<file path="config.mk">
export PLATFORM = sky130hd
export DESIGN_NAME = handler_io_continuous_mode
export DESIGN_NICKNAME = d
export VERILOG_FILES = /design/src/hio_pkg.sv /design/src/measure_trigger_in_edge_det.sv /design/src/handler_io_continuous_mode.sv
export SDC_FILE = /design/constraint.sdc
export NUM_CORES = 1
export LEC_CHECK = 0
export BUFFER_PORTS_ARGS = -buffer_cell sky130_fd_sc_hd__clkbuf_2
export CAP_MARGIN = 20
export CELL_PAD_IN_SITES_DETAIL_PLACEMENT = 2
export CELL_PAD_IN_SITES_GLOBAL_PLACEMENT = 2
export CORE_MARGIN = 2
export CORE_UTILIZATION = 33
export CTS_CLUSTER_SIZE = 30
export DETAILED_ROUTE_END_ITERATION = 12
export PLACE_DENSITY = 0.84
export REMOVE_ABC_BUFFERS = 1
export SYNTH_ARGS = -nofsm -noshare
export SYNTH_HDL_FRONTEND = slang
export SYNTH_HIERARCHICAL = 1
export SYNTH_SLANG_ARGS = --single-unit
export TNS_END_PERCENT = 10
</file>
<file path="constraint.sdc">
create_clock -name i_clk -period 4.65 [get_ports i_clk]
set_input_delay 0.465 -clock i_clk [delete_from_list [all_inputs] [get_ports i_clk]]
set_output_delay 0.465 -clock i_clk [all_outputs]
set_load 0.005 [all_outputs]
</file>
<file path="src/hio_pkg.sv">
package hio_pkg;

    // ==================================================================
    // register map (byte addresses)
    // ==================================================================
    localparam int ADDR_W = 8;
    localparam logic [7:0] OFS_CTRL = 8'h00;
    localparam logic [7:0] OFS_STATUS = 8'h04;
    localparam logic [7:0] OFS_IRQ_STAT = 8'h08;
    localparam logic [7:0] OFS_IRQ_MASK = 8'h0C;
    localparam logic [7:0] OFS_COUNT = 8'h10;

    // ==================================================================
    // control fields
    // ==================================================================
    localparam int CTRL_EXT_BIT = 0;
    localparam int CTRL_RISE_BIT = 1;
    localparam int CTRL_BUSY_ACC_BIT = 2;
    localparam int CTRL_SOFT_MEASURE_TRIGGER_IN_BIT = 3;
    localparam logic CTRL_EXT_RST = 1'b1;
    localparam logic CTRL_RISE_RST = 1'b0;
    localparam logic CTRL_BUSY_ACC_RST = 1'b0;

    // ==================================================================
    // status fields
    // ==================================================================
    localparam int STAT_BUSY_BIT = 0;
    localparam int STAT_PEND_BIT = 1;
    localparam int STAT_CONV_BIT = 2;
    localparam int STAT_PANEL_LSB = 8;

    // ==================================================================
    // interrupt fields, same layout in status and mask
    // ==================================================================
    localparam int IRQ_W = 4;
    localparam int IRQ_MEAS_BIT = 0;
    localparam int IRQ_CONV_BIT = 1;
    localparam int IRQ_FAULT_BIT = 2;
    localparam int IRQ_DROP_BIT = 3;
    localparam logic [IRQ_W-1:0] IRQ_MASK_RST = 4'h0;

    // ==================================================================
    // panel numbers
    // ==================================================================
    localparam int PSEL_W = 7;
    localparam int PANEL_W = 8;
    localparam logic [PANEL_W-1:0] PANEL_ALL_ZERO = 8'h80;
    localparam logic [PANEL_W-1:0] PANEL_RST = 8'h01;

    typedef struct packed {
        logic high;
        logic in;
        logic low;
    } judge_t;

    typedef struct packed {
        judge_t main_j;
        judge_t sub_j;
    } param_judge_t;

    typedef struct packed {
        param_judge_t p1;
        param_judge_t p2;
    } panel_judge_t;

    typedef struct packed {
        logic panel1_main_high_n;
        logic panel1_main_low_n;
        logic panel1_main_in_n;
        logic panel1_sub_high_n;
        logic panel1_sub_low_n;
        logic panel1_sub_in_n;
        logic panel2_main_high_n;
        logic panel2_main_low_n;
        logic panel2_main_in_n;
        logic panel2_sub_high_n;
        logic panel2_sub_low_n;
        logic panel2_sub_in_n;
    } judge_pins_t;

    typedef struct packed {
        logic sampling;
        logic contact;
        logic high_z;
        logic const_src;
        logic limit;
    } fault_t;

    typedef struct packed {
        logic [ADDR_W-1:0] addr;
        logic [31:0] wdata;
        logic wr;
        logic rd;
    } bus_req_t;

    typedef enum logic [1:0] {
        ST_IDLE,
        ST_CONVERT,
        ST_JUDGE
    } meas_state_t;

endpackage : hio_pkg

</file>
<file path="src/measure_trigger_in_edge_det.sv">
module measure_trigger_in_edge_det (
    input wire logic i_clk,
    input wire logic i_rstn,
    input wire logic i_level,
    input wire logic i_rise_sel,
    output logic o_edge
);

    logic prev_r;

    // ==================================================================
    // previous level; idle pin is high, so reset there to avoid a
    // false rising edge right after reset
    // ==================================================================
    always_ff @(posedge i_clk or negedge i_rstn) begin
        if (!i_rstn) begin
            prev_r <= 1'b1;
        end else begin
            prev_r <= i_level;
        end
    end

    always_comb begin
        if (i_rise_sel) begin
            o_edge = i_level & ~prev_r;
        end else begin
            o_edge = ~i_level & prev_r;
        end
    end

endmodule : measure_trigger_in_edge_det

</file>
<file path="src/handler_io_continuous_mode.sv">
// Decided for this implementation: strobed register access and the register offsets.
module handler_io_continuous_mode
    import hio_pkg::*;
(
    input wire logic i_clk,
    input wire logic i_rstn,
    input wire logic i_measure_trigger_in,
    input wire logic [PSEL_W-1:0] i_panel_select_n,
    input wire logic i_panel_load_strobe_n,
    input wire bus_req_t i_bus,
    output logic [31:0] o_rdata,
    output logic o_meas_start,
    output logic [PANEL_W-1:0] o_meas_panel,
    output logic o_panel_load,
    input wire logic i_adc_done,
    input wire logic i_judge_valid,
    input wire panel_judge_t i_judge,
    input wire logic i_out_of_bins,
    input wire fault_t i_fault,
    output logic o_measurement_done_n,
    output logic o_conversion_done_n,
    output judge_pins_t o_judge_n,
    output logic o_all_pass_n,
    output logic o_fault_out_n,
    output logic o_irq
);

    // ==================================================================
    // declarations
    // ==================================================================
    logic external_source_r;
    logic rise_sel_r;
    logic busy_acc_r;
    logic soft_measure_trigger_in_r;
    logic [IRQ_W-1:0] irq_stat_r;
    logic [IRQ_W-1:0] irq_mask_r;
    logic [IRQ_W-1:0] irq_set;
    logic [IRQ_W-1:0] irq_clr;
    logic [15:0] meas_count_r;
    logic pend_r;
    logic [PANEL_W-1:0] pend_panel_r;
    logic [PANEL_W-1:0] panel_r;
    logic [PANEL_W-1:0] sel_panel;
    logic [PANEL_W-1:0] start_panel;
    logic [PSEL_W-1:0] sel_bits;
    logic fault_any;
    logic fault_prev_r;
    logic pin_edge;
    logic measure_trigger_in_valid;
    logic busy;
    logic accept;
    logic drop;
    logic start;
    logic wr_ctrl;
    logic wr_stat;
    logic wr_mask;
    meas_state_t state_r;
    meas_state_t state_nxt;

    // ==================================================================
    // register writes
    // ==================================================================
    assign wr_ctrl = i_bus.wr && (i_bus.addr == OFS_CTRL);
    assign wr_stat = i_bus.wr && (i_bus.addr == OFS_IRQ_STAT);
    assign wr_mask = i_bus.wr && (i_bus.addr == OFS_IRQ_MASK);

    always_ff @(posedge i_clk or negedge i_rstn) begin
        if (!i_rstn) begin
            external_source_r <= CTRL_EXT_RST;
            rise_sel_r <= CTRL_RISE_RST;
            busy_acc_r <= CTRL_BUSY_ACC_RST;
        end else if (wr_ctrl) begin
            external_source_r <= i_bus.wdata[CTRL_EXT_BIT];
            rise_sel_r <= i_bus.wdata[CTRL_RISE_BIT];
            busy_acc_r <= i_bus.wdata[CTRL_BUSY_ACC_BIT];
        end
    end

    // soft trigger bit self-clears; only used with the internal source
    always_ff @(posedge i_clk or negedge i_rstn) begin
        if (!i_rstn) begin
            soft_measure_trigger_in_r <= 1'b0;
        end else begin
            soft_measure_trigger_in_r <= wr_ctrl && i_bus.wdata[CTRL_SOFT_MEASURE_TRIGGER_IN_BIT]
                && !i_bus.wdata[CTRL_EXT_BIT];
        end
    end

    always_ff @(posedge i_clk or negedge i_rstn) begin
        if (!i_rstn) begin
            irq_mask_r <= IRQ_MASK_RST;
        end else if (wr_mask) begin
            irq_mask_r <= i_bus.wdata[IRQ_W-1:0];
        end
    end

    // ==================================================================
    // trigger edge and acceptance
    // ==================================================================
    measure_trigger_in_edge_det u_edge (
        .i_clk(i_clk),
        .i_rstn(i_rstn),
        .i_level(i_measure_trigger_in),
        .i_rise_sel(rise_sel_r),
        .o_edge(pin_edge)
    );

    assign measure_trigger_in_valid = pin_edge && external_source_r;
    assign busy = (state_r != ST_IDLE);

    // with busy_acc_r set, an edge taken while busy is queued one deep; with busy_acc_r clear, or one already queued, the edge is dropped
    assign accept = measure_trigger_in_valid && (!busy || (busy_acc_r && !pend_r));
    assign drop = measure_trigger_in_valid && !accept;

    assign start = (state_r == ST_IDLE)
        && (accept || pend_r || soft_measure_trigger_in_r);

    // ==================================================================
    // panel number decode: all-zero select reads as the top panel
    // ==================================================================
    assign sel_bits = ~i_panel_select_n;

    always_comb begin
        if (i_panel_load_strobe_n) begin
            sel_panel = panel_r;
        end else if (sel_bits == '0) begin
            sel_panel = PANEL_ALL_ZERO;
        end else begin
            sel_panel = {1'b0, sel_bits};
        end
    end

    assign start_panel = pend_r ? pend_panel_r : sel_panel;

    always_ff @(posedge i_clk or negedge i_rstn) begin
        if (!i_rstn) begin
            panel_r <= PANEL_RST;
        end else if (accept) begin
            panel_r <= sel_panel;
        end
    end

    always_ff @(posedge i_clk or negedge i_rstn) begin
        if (!i_rstn) begin
            pend_r <= 1'b0;
            pend_panel_r <= PANEL_RST;
        end else if (accept && (busy || pend_r)) begin
            pend_r <= 1'b1;
            pend_panel_r <= sel_panel;
        end else if (start) begin
            pend_r <= 1'b0;
        end
    end

    // ==================================================================
    // measurement sequence
    // ==================================================================
    always_comb begin
        state_nxt = state_r;
        unique case (state_r)
            ST_IDLE: begin
                if (start) begin
                    state_nxt = ST_CONVERT;
                end
            end
            ST_CONVERT: begin
                if (i_adc_done) begin
                    state_nxt = ST_JUDGE;
                end
            end
            ST_JUDGE: begin
                if (i_judge_valid) begin
                    state_nxt = ST_IDLE;
                end
            end
        endcase
    end

    always_ff @(posedge i_clk or negedge i_rstn) begin
        if (!i_rstn) begin
            state_r <= ST_IDLE;
        end else begin
            state_r <= state_nxt;
        end
    end

    always_ff @(posedge i_clk or negedge i_rstn) begin
        if (!i_rstn) begin
            o_meas_start <= 1'b0;
            o_meas_panel <= PANEL_RST;
            o_panel_load <= 1'b0;
        end else begin
            o_meas_start <= start;
            o_panel_load <= start && (pend_r || !i_panel_load_strobe_n);
            if (start) begin
                o_meas_panel <= start_panel;
            end
        end
    end

    // ==================================================================
    // handshake outputs; both rise at start, fall as events
    // ==================================================================
    always_ff @(posedge i_clk or negedge i_rstn) begin
        if (!i_rstn) begin
            o_conversion_done_n <= 1'b1;
        end else if (start) begin
            o_conversion_done_n <= 1'b1;
        end else if (state_r == ST_CONVERT && i_adc_done) begin
            o_conversion_done_n <= 1'b0;
        end
    end

    always_ff @(posedge i_clk or negedge i_rstn) begin
        if (!i_rstn) begin
            o_measurement_done_n <= 1'b1;
        end else if (start) begin
            o_measurement_done_n <= 1'b1;
        end else if (state_r == ST_JUDGE && i_judge_valid) begin
            o_measurement_done_n <= 1'b0;
        end
    end

    // ==================================================================
    // judgment outputs, latched on the same edge as measurement done
    // ==================================================================
    always_ff @(posedge i_clk or negedge i_rstn) begin
        if (!i_rstn) begin
            o_judge_n <= '1;
            o_all_pass_n <= 1'b1;
        end else if (state_r == ST_JUDGE && i_judge_valid) begin
            o_judge_n.panel1_main_high_n <= ~i_judge.p1.main_j.high;
            o_judge_n.panel1_main_low_n <= ~i_judge.p1.main_j.low;
            o_judge_n.panel1_main_in_n <= ~i_judge.p1.main_j.in;
            o_judge_n.panel1_sub_high_n <= ~i_judge.p1.sub_j.high;
            o_judge_n.panel1_sub_low_n <= ~i_judge.p1.sub_j.low;
            o_judge_n.panel1_sub_in_n <= ~i_judge.p1.sub_j.in;
            o_judge_n.panel2_main_high_n <= ~i_judge.p2.main_j.high;
            o_judge_n.panel2_main_low_n <= ~i_judge.p2.main_j.low;
            o_judge_n.panel2_main_in_n <= ~i_judge.p2.main_j.in;
            o_judge_n.panel2_sub_high_n <= ~i_judge.p2.sub_j.high;
            o_judge_n.panel2_sub_low_n <= ~i_judge.p2.sub_j.low;
            o_judge_n.panel2_sub_in_n <= ~i_judge.p2.sub_j.in;
            o_all_pass_n <= ~(i_judge.p1.main_j.in && i_judge.p1.sub_j.in
                && i_judge.p2.main_j.in && i_judge.p2.sub_j.in
                && !i_out_of_bins);
        end
    end

    // ==================================================================
    // fault level
    // ==================================================================
    assign fault_any = |i_fault;

    always_ff @(posedge i_clk or negedge i_rstn) begin
        if (!i_rstn) begin
            o_fault_out_n <= 1'b1;
            fault_prev_r <= 1'b0;
        end else begin
            o_fault_out_n <= ~fault_any;
            fault_prev_r <= fault_any;
        end
    end

    // ==================================================================
    // interrupts: set wins over a write-one clear in the same cycle
    // ==================================================================
    always_comb begin
        irq_set = '0;
        irq_set[IRQ_MEAS_BIT] = (state_r == ST_JUDGE) && i_judge_valid;
        irq_set[IRQ_CONV_BIT] = (state_r == ST_CONVERT) && i_adc_done;
        irq_set[IRQ_FAULT_BIT] = fault_any && !fault_prev_r;
        irq_set[IRQ_DROP_BIT] = drop;
    end

    assign irq_clr = wr_stat ? i_bus.wdata[IRQ_W-1:0] : '0;

    always_ff @(posedge i_clk or negedge i_rstn) begin
        if (!i_rstn) begin
            irq_stat_r <= '0;
        end else begin
            irq_stat_r <= (irq_stat_r & ~irq_clr) | irq_set;
        end
    end

    assign o_irq = |(irq_stat_r & irq_mask_r);

    // ==================================================================
    // completed-measurement counter, wraps
    // ==================================================================
    always_ff @(posedge i_clk or negedge i_rstn) begin
        if (!i_rstn) begin
            meas_count_r <= 16'h0000;
        end else if (irq_set[IRQ_MEAS_BIT]) begin
            meas_count_r <= meas_count_r + 16'h0001;
        end
    end

    // ==================================================================
    // read data, one cycle after the read strobe and only then
    // ==================================================================
    always_ff @(posedge i_clk or negedge i_rstn) begin
        if (!i_rstn) begin
            o_rdata <= 32'h0000_0000;
        end else if (!i_bus.rd) begin
            o_rdata <= 32'h0000_0000;
        end else begin
            o_rdata <= 32'h0000_0000;
            case (i_bus.addr)
                OFS_CTRL: begin
                    o_rdata[CTRL_EXT_BIT] <= external_source_r;
                    o_rdata[CTRL_RISE_BIT] <= rise_sel_r;
                    o_rdata[CTRL_BUSY_ACC_BIT] <= busy_acc_r;
                end
                OFS_STATUS: begin
                    o_rdata[STAT_BUSY_BIT] <= busy;
                    o_rdata[STAT_PEND_BIT] <= pend_r;
                    o_rdata[STAT_CONV_BIT] <= ~o_conversion_done_n;
                    o_rdata[STAT_PANEL_LSB +: PANEL_W] <= o_meas_panel;
                end
                OFS_IRQ_STAT: begin
                    o_rdata[IRQ_W-1:0] <= irq_stat_r;
                end
                OFS_IRQ_MASK: begin
                    o_rdata[IRQ_W-1:0] <= irq_mask_r;
                end
                OFS_COUNT: begin
                    o_rdata[15:0] <= meas_count_r;
                end
                default: begin
                    o_rdata <= 32'h0000_0000;
                end
            endcase
        end
    end

endmodule : handler_io_continuous_mode

</file>
# == Word-level counts from Yosys, hierarchy flattened ==
# Index checks and enable logic that the tools add are counted.
# totals
ff_bits,91
latchBits,0
mem_bits_rw,0
mem_bits_ro,0
inputBits,73
out_inout_bits,59
word_cells,128
n_memories,0
# op_classes
add_sub_neg,1
n_mul,0
n_div,0
n_lt_le_gt_ge,0
n_eq_ne,9
shifts,0
mux,20
bitwise,24
reduce_logical,41
# op_table
cell,count
two-way mux 8 bit,3
logical AND 1 bit,19
NOT 1 bit,17
adder 16 x 1 -> 16 bit (second input constant),1
== test 8 x 4 -> 1 bit (second input constant),2
two-way mux 16 bit,1
one-hot mux 8 bit (2 select lines),1
one-hot mux 3 bit (5 select lines),1
AND 4 bit,2
== test 8 x 3 -> 1 bit (second input constant),1
== test 8 x 5 -> 1 bit (second input constant),1
logical NOT 8 bit,1
two-way mux 4 bit,2
nonzero test 2 bit,4
logical NOT 1 bit,7
logical NOT 7 bit,1
two-way mux 1 bit,7
NOT 7 bit,1
two-way mux 2 bit,3
!= test 2 bit (second input constant),3
one-hot mux 2 bit (3 select lines),1
logical OR 1 bit,5
OR reduction 5 bit,1
NOT 4 bit,1
8 further kinds,9

# == Depth between registers and ports, before layout ==
# logic_depth
depth_word,10
ltp_mapped,7
mapped_depth_nobuf,6

# == Modules after synthesis ==
# The synthesis kept the hierarchy.
# by_module_without_submodules
mod,instances,cells_each,area_per_inst_um2,seq_area_each_um2
handler_io_continuous_mode,1,383,4088.9,2277.2
measure_trigger_in_edge_det,1,4,48.8,26.3

# == Worst setup path after synthesis ==
# No wires, ideal clock.
# synth_timing
path_type,input -> register
start,input port i_bus[34] (netlist bit)
end,register irq_mask_r[0]
setup_ns,0.125
t_arrival_ns,1.737
required_time_ns,4.525
path_slack_ns,2.788
stages,5
path_buffers,1
path_cell_list,or4_4 > nor2_4 > and3_1 > buf_6 > mux2_4
# synth_between
elab_chain_len,2
# synth_lines
item,line_no,text
"start, declared",handler_io_continuous_mode.sv:10,"input wire bus_req_t i_bus,"
== test 8 x 4 -> 1 bit,handler_io_continuous_mode.sv:65,assign wr_mask = i_bus.wr && (i_bus.addr == OFS_IRQ_MASK);
logical AND 1 bit,handler_io_continuous_mode.sv:65,
"end signal, assigned",handler_io_continuous_mode.sv:93,irq_mask_r <= i_bus.wdata[IRQ_W-1:0];
"end, declared",handler_io_continuous_mode.sv:36,logic [IRQ_W-1:0] irq_mask_r;
# No other way between the ends.
# A chain may end at the register's enable or synchronous reset.

# == Worst setup path in the final report ==
# layout_timing
start,register state_r[0]
end,register meas_count_r[15]
# layout_between
elab_chain_len,2
# layout_lines
item,line_no,text
"start, declared",handler_io_continuous_mode.sv:57,meas_state_t state_r;
"start signal, assigned",handler_io_continuous_mode.sv:183,state_r <= state_nxt;
== test 2 bit,handler_io_continuous_mode.sv:270,irq_set[IRQ_MEAS_BIT] = (state_r == ST_JUDGE) && i_judge_valid;
logical AND 1 bit,handler_io_continuous_mode.sv:270,
"end signal, assigned",handler_io_continuous_mode.sv:295,meas_count_r <= meas_count_r + 16'h0001;
"end, declared",handler_io_continuous_mode.sv:39,logic [15:0] meas_count_r;
# No other way between the ends.

==> results.txt <==
- Cells with a size suffix above 1 make up 32.5% of the layout.
- Htree depth: 3
* Full die area: 13500 um2
- Count of pins on the block boundary: 132
* Initial antenna violation count: 0
- In the final routed layout, each cell accounts on average for about 19 um.
- Row Count: 40
- Power dissipated by switching net loads: 662 uW
* Post-CTS setup buffers: 0
- At the end of routability-driven placement, the weighted congestion stood at approximately 0.85.
* Total number of vias: 3183
* Final core occ: 41.4%
* Number of antenna cells inserted: 0
- Setup repair after global routing missed its margin: no
- Data on the critical path is required at its endpoint by ~5 ns.
* Placement Setup Slack: 2.31 ns
* Most common cell after layout, fill and taps aside: clkbuf_2
- The number of clock buffers added by TritonCTS is 9.
* Yosys synthesis warning count: 6
- The detailed router finished its first iteration with 90 violations.
* Power density over the cells: roughly 470 nW/um2
- The final hold violation count came to 0.
- Leak pwr: 0.00236 uW
- Across the run, the number of max-cap violations was 0.
- The worst path in the final design needs a cycle of between 2 and 2.5 ns, including I/O delays and setup.
* Worst-case setup margin in the final layout: around 2.3 ns
- For this design, the CTS-stage hold fixing added 0 buffers.
- Initial core utilization: 34.2%
- Antenna violation net count after detailed routing: 0
* Type of destination of the critical path: register
* CTS tree: yes
* Maximum net fanout on the critical path: 5
- Number of inserted filler cells in the final layout: ~1300
* Die width: 116 um
- In the finished design, the share of the clock period the worst path needs comes to 50.9%.
- Net switching is 28.0% of the power.
- The count of buffers added on input and output ports is 87.
- In the global route stage, overall resource usage came out at 19.1%.
- For the pin with the worst max-slew slack, the measured transition is 0.912 ns.
- For this run, the top clock speed supported by timing is around 420 MHz.
* Total of flip-flops plus latches after synthesis: 91
- Proportion of power drawn by combinational gates: between 10% and 20%
* Share of flip-flops with an asynchronous set or reset after synthesis: 100%
* Number of pins with negative max-slew slack in the final report: 0
* Clock power share: between 30% and 40%
* Post-Synthesis Mean Instance Area: 10.7 um2
* Cell count after synthesis: between 300 and 400
- Syn-to-layout area delta: 21.1%
- Final clock skew: 0.00614 ns
* Part of the Yosys area used for sequential elements: 55.7%
- Endpoints failing setup: 0
- The net count of the finished layout is 550.
- For this run, design rule violations remaining after detail routing come to 0.
* Startpoint class of the critical path: register
- The core region is 12100 um2.
- Wires add up to about 12 mm.
- Synthesized area: around 4100 um2
- In the routed layout, each cell is associated on average with a via count of 4.93.
* Pin count of the biggest net entering global routing: 52
- The flow ran to the end, and the final reports show no timing, DRC or antenna violations.
- Gates resized during post-CTS repair numbered 0.
- For the final routed database, the setup TNS stands at 0 ns.
* Type of the worst min-delay path: in -> async
- The first detailed-routing pass ran for 4 iterations.
- The first global-routing pass estimated approximately 20 mm of wire.
- The synthesized design contains 0 enable-type register cells.
* Clock tree root buffer cell: clkbuf_16
* Number of global-route vias before repair: around 3500
* Count of clock tree sinks: 91
- In this run, flip-flops and latches consume a little under half of the power.
- In the layout the commonest cells are clkbuf_2, dfrtp_1, nand2_1.
- Distinct cell type count of the synthesized netlist: 53
- Summing all flip-flop and latch instances after layout gives 2300 um2.
- Clock transition time at the flip-flop clock pins of the worst setup and hold paths: 0.06 ns
* Most common flop cell mapped by yosys: dfrtp_1
* Chip height: 116 um
- The critical path is of the reg -> reg type.
- Measured against its own limit, the worst slew margin works out to 39.1%.
- The worst-case IR drop observed on VDD is approximately 200 uV.
- Clock Path Buffers: 2
- Detailed placement finished with a half-perimeter wire length of 8.57 mm.
- Footprint of the multi-input gates: 1670 um2
- Global routing finished with a remaining overflow of 0.
* Endpoint arrival time on the critical path: 2.62 ns
* Int Power: ~1700 uW
* Insertion delay to the later sink of the worst-skew pair: 0.35 ns
power by group through the flow:
stage                     Sequential [uW]  Clock (uW)  Combinational [uW]
after global placement               1080           0                 399
after floorplan                      1060           0                 223
after CTS                            1080         865                 446
after detailed placement             1090           0                 433
final                                1070         848                 440
after global routing                 1090         897                 498
stage by stage:
stage | hold slack, ns | instances | area [um2] | power (uW)
2_1_floorplan | 0.169 | 371 | 4000 | 1290
3_3_place_gp | 0.398 | 627 | 4650 | 1470
3_5_place_dp | 0.425 | 627 | 4650 | 1520
4_1_cts | 0.119 | 643 | 5000 | 2390
5_1_grt | 0.131 | 645 | 5010 | 2490
6_report | 0.0984 | 645 | 5010 | 2360
state kept, by name, summed over array words and instances (netlist names), 2 cells and up:
name	cells
o_rdata	16
state_r	2
o_judge_n	12
meas_count_r	16
panel_r	8
irq_mask_r	4
irq_stat_r	4
pend_panel_r	8
o_meas_panel	8
area by class of cell:
class                           count  area share [%]
Tap cell                          168            4.19
Inverter                            7           0.524
Timing Repair Buffer               90            9.19
Sequential cell                    91            46.0
Clock inverter                      5            2.00
Clock buffer                       11            4.84
Multi-Input combinational cell    273            33.3
cell families (layout without fill, tap and decap cells):
kind of cell,count (synthesis),count (layout),share of synthesized area (%)
AOI/OAI and AO/OA,79,79,11.4
xor gates and xnor gates,15,15,3.17
adders and majority gates,5,5,1.51
buffers and inverters,38,113,5.35
DFF,91,91,55.7
muxes,20,20,5.69
other,1,16,0.0906
and+or+nand+nor,138,138,17.1
cells in the mapped netlist (2+ instances only):
| cell type | number | area (um2) |
|---|---|---|
| ha_1 | 5 | 62.6 |
| nand2_1 | 61 | 229 |
| nand3_1 | 8 | 40.0 |
| nand4_1 | 5 | 31.3 |
| nand2b_1 | 5 | 31.3 |
| a22oi_1 | 11 | 82.6 |
| or2_2 | 4 | 25.0 |
| nand3b_1 | 2 | 15.0 |
| nor2b_1 | 10 | 62.6 |
| inv_1 | 6 | 22.5 |
| mux2i_1 | 4 | 40.0 |
| a21o_1 | 4 | 30.0 |
| and2_1 | 5 | 31.3 |
| mux2_2 | 12 | 135 |
| o21ai_0 | 37 | 185 |
| nor3_1 | 4 | 20.0 |
| a21oi_1 | 13 | 65.1 |
| buf_2 | 3 | 15.0 |
| and3_1 | 4 | 25.0 |
| a31oi_1 | 4 | 25.0 |
| xnor2_1 | 11 | 96.3 |
| nor2_1 | 18 | 67.6 |
| dfstp_2 | 21 | 552 |
| dfrtp_1 | 70 | 1750 |
| xor2_1 | 4 | 35.0 |
| clkbuf_1 | 9 | 33.8 |
| buf_4 | 18 | 135 |
| mux2_4 | 4 | 60.1 |
layer usage:
layer / GRT usage (%) / up-vias / wire [um]
li1: - / 1467 / -
met1: 22.7 / 1618 / 5040
met2: 34.3 / 70 / 6620
met3: 3.66 / 28 / 383
met4: 7.38 / 0 / 267
met5: 0 / - / 0
final timing paths:
check | startpoint | end | slack, ns | cells after the start
hold reg to reg | fault_prev_r$_DFF_PN0_ | irq_stat_r[2]$_DFF_PN0_ | 0.46 | 1
hold / removal | i_rstn | panel_r[3]$_DFFE_PN0P_ | 0.1 | 1
max in group asynchronous | i_rstn | o_rdata[4]$_DFF_PN0_ | 3.51 | 2
setup / recovery | state_r[0]$_DFFE_PN0P_ | meas_count_r[15]$_DFFE_PN0P_ | 2.28 | 6
min in group i_clk | i_measure_trigger_in | u_edge/prev_r$_DFF_PN1_ | 0.21 | 1
setup reg to reg | state_r[0]$_DFFE_PN0P_ | meas_count_r[15]$_DFFE_PN0P_ | 2.28 | 6
worst max-delay path: stages, from the launching register on:
cell and delay, ns:
dfrtp_1 0.40, inv_1 0.11, ha_1 0.34, nand3_1 0.15, nor4_1 0.74, nand3_1 0.25
xnor2_1 0.27
(Power assumes the default switching activity.)
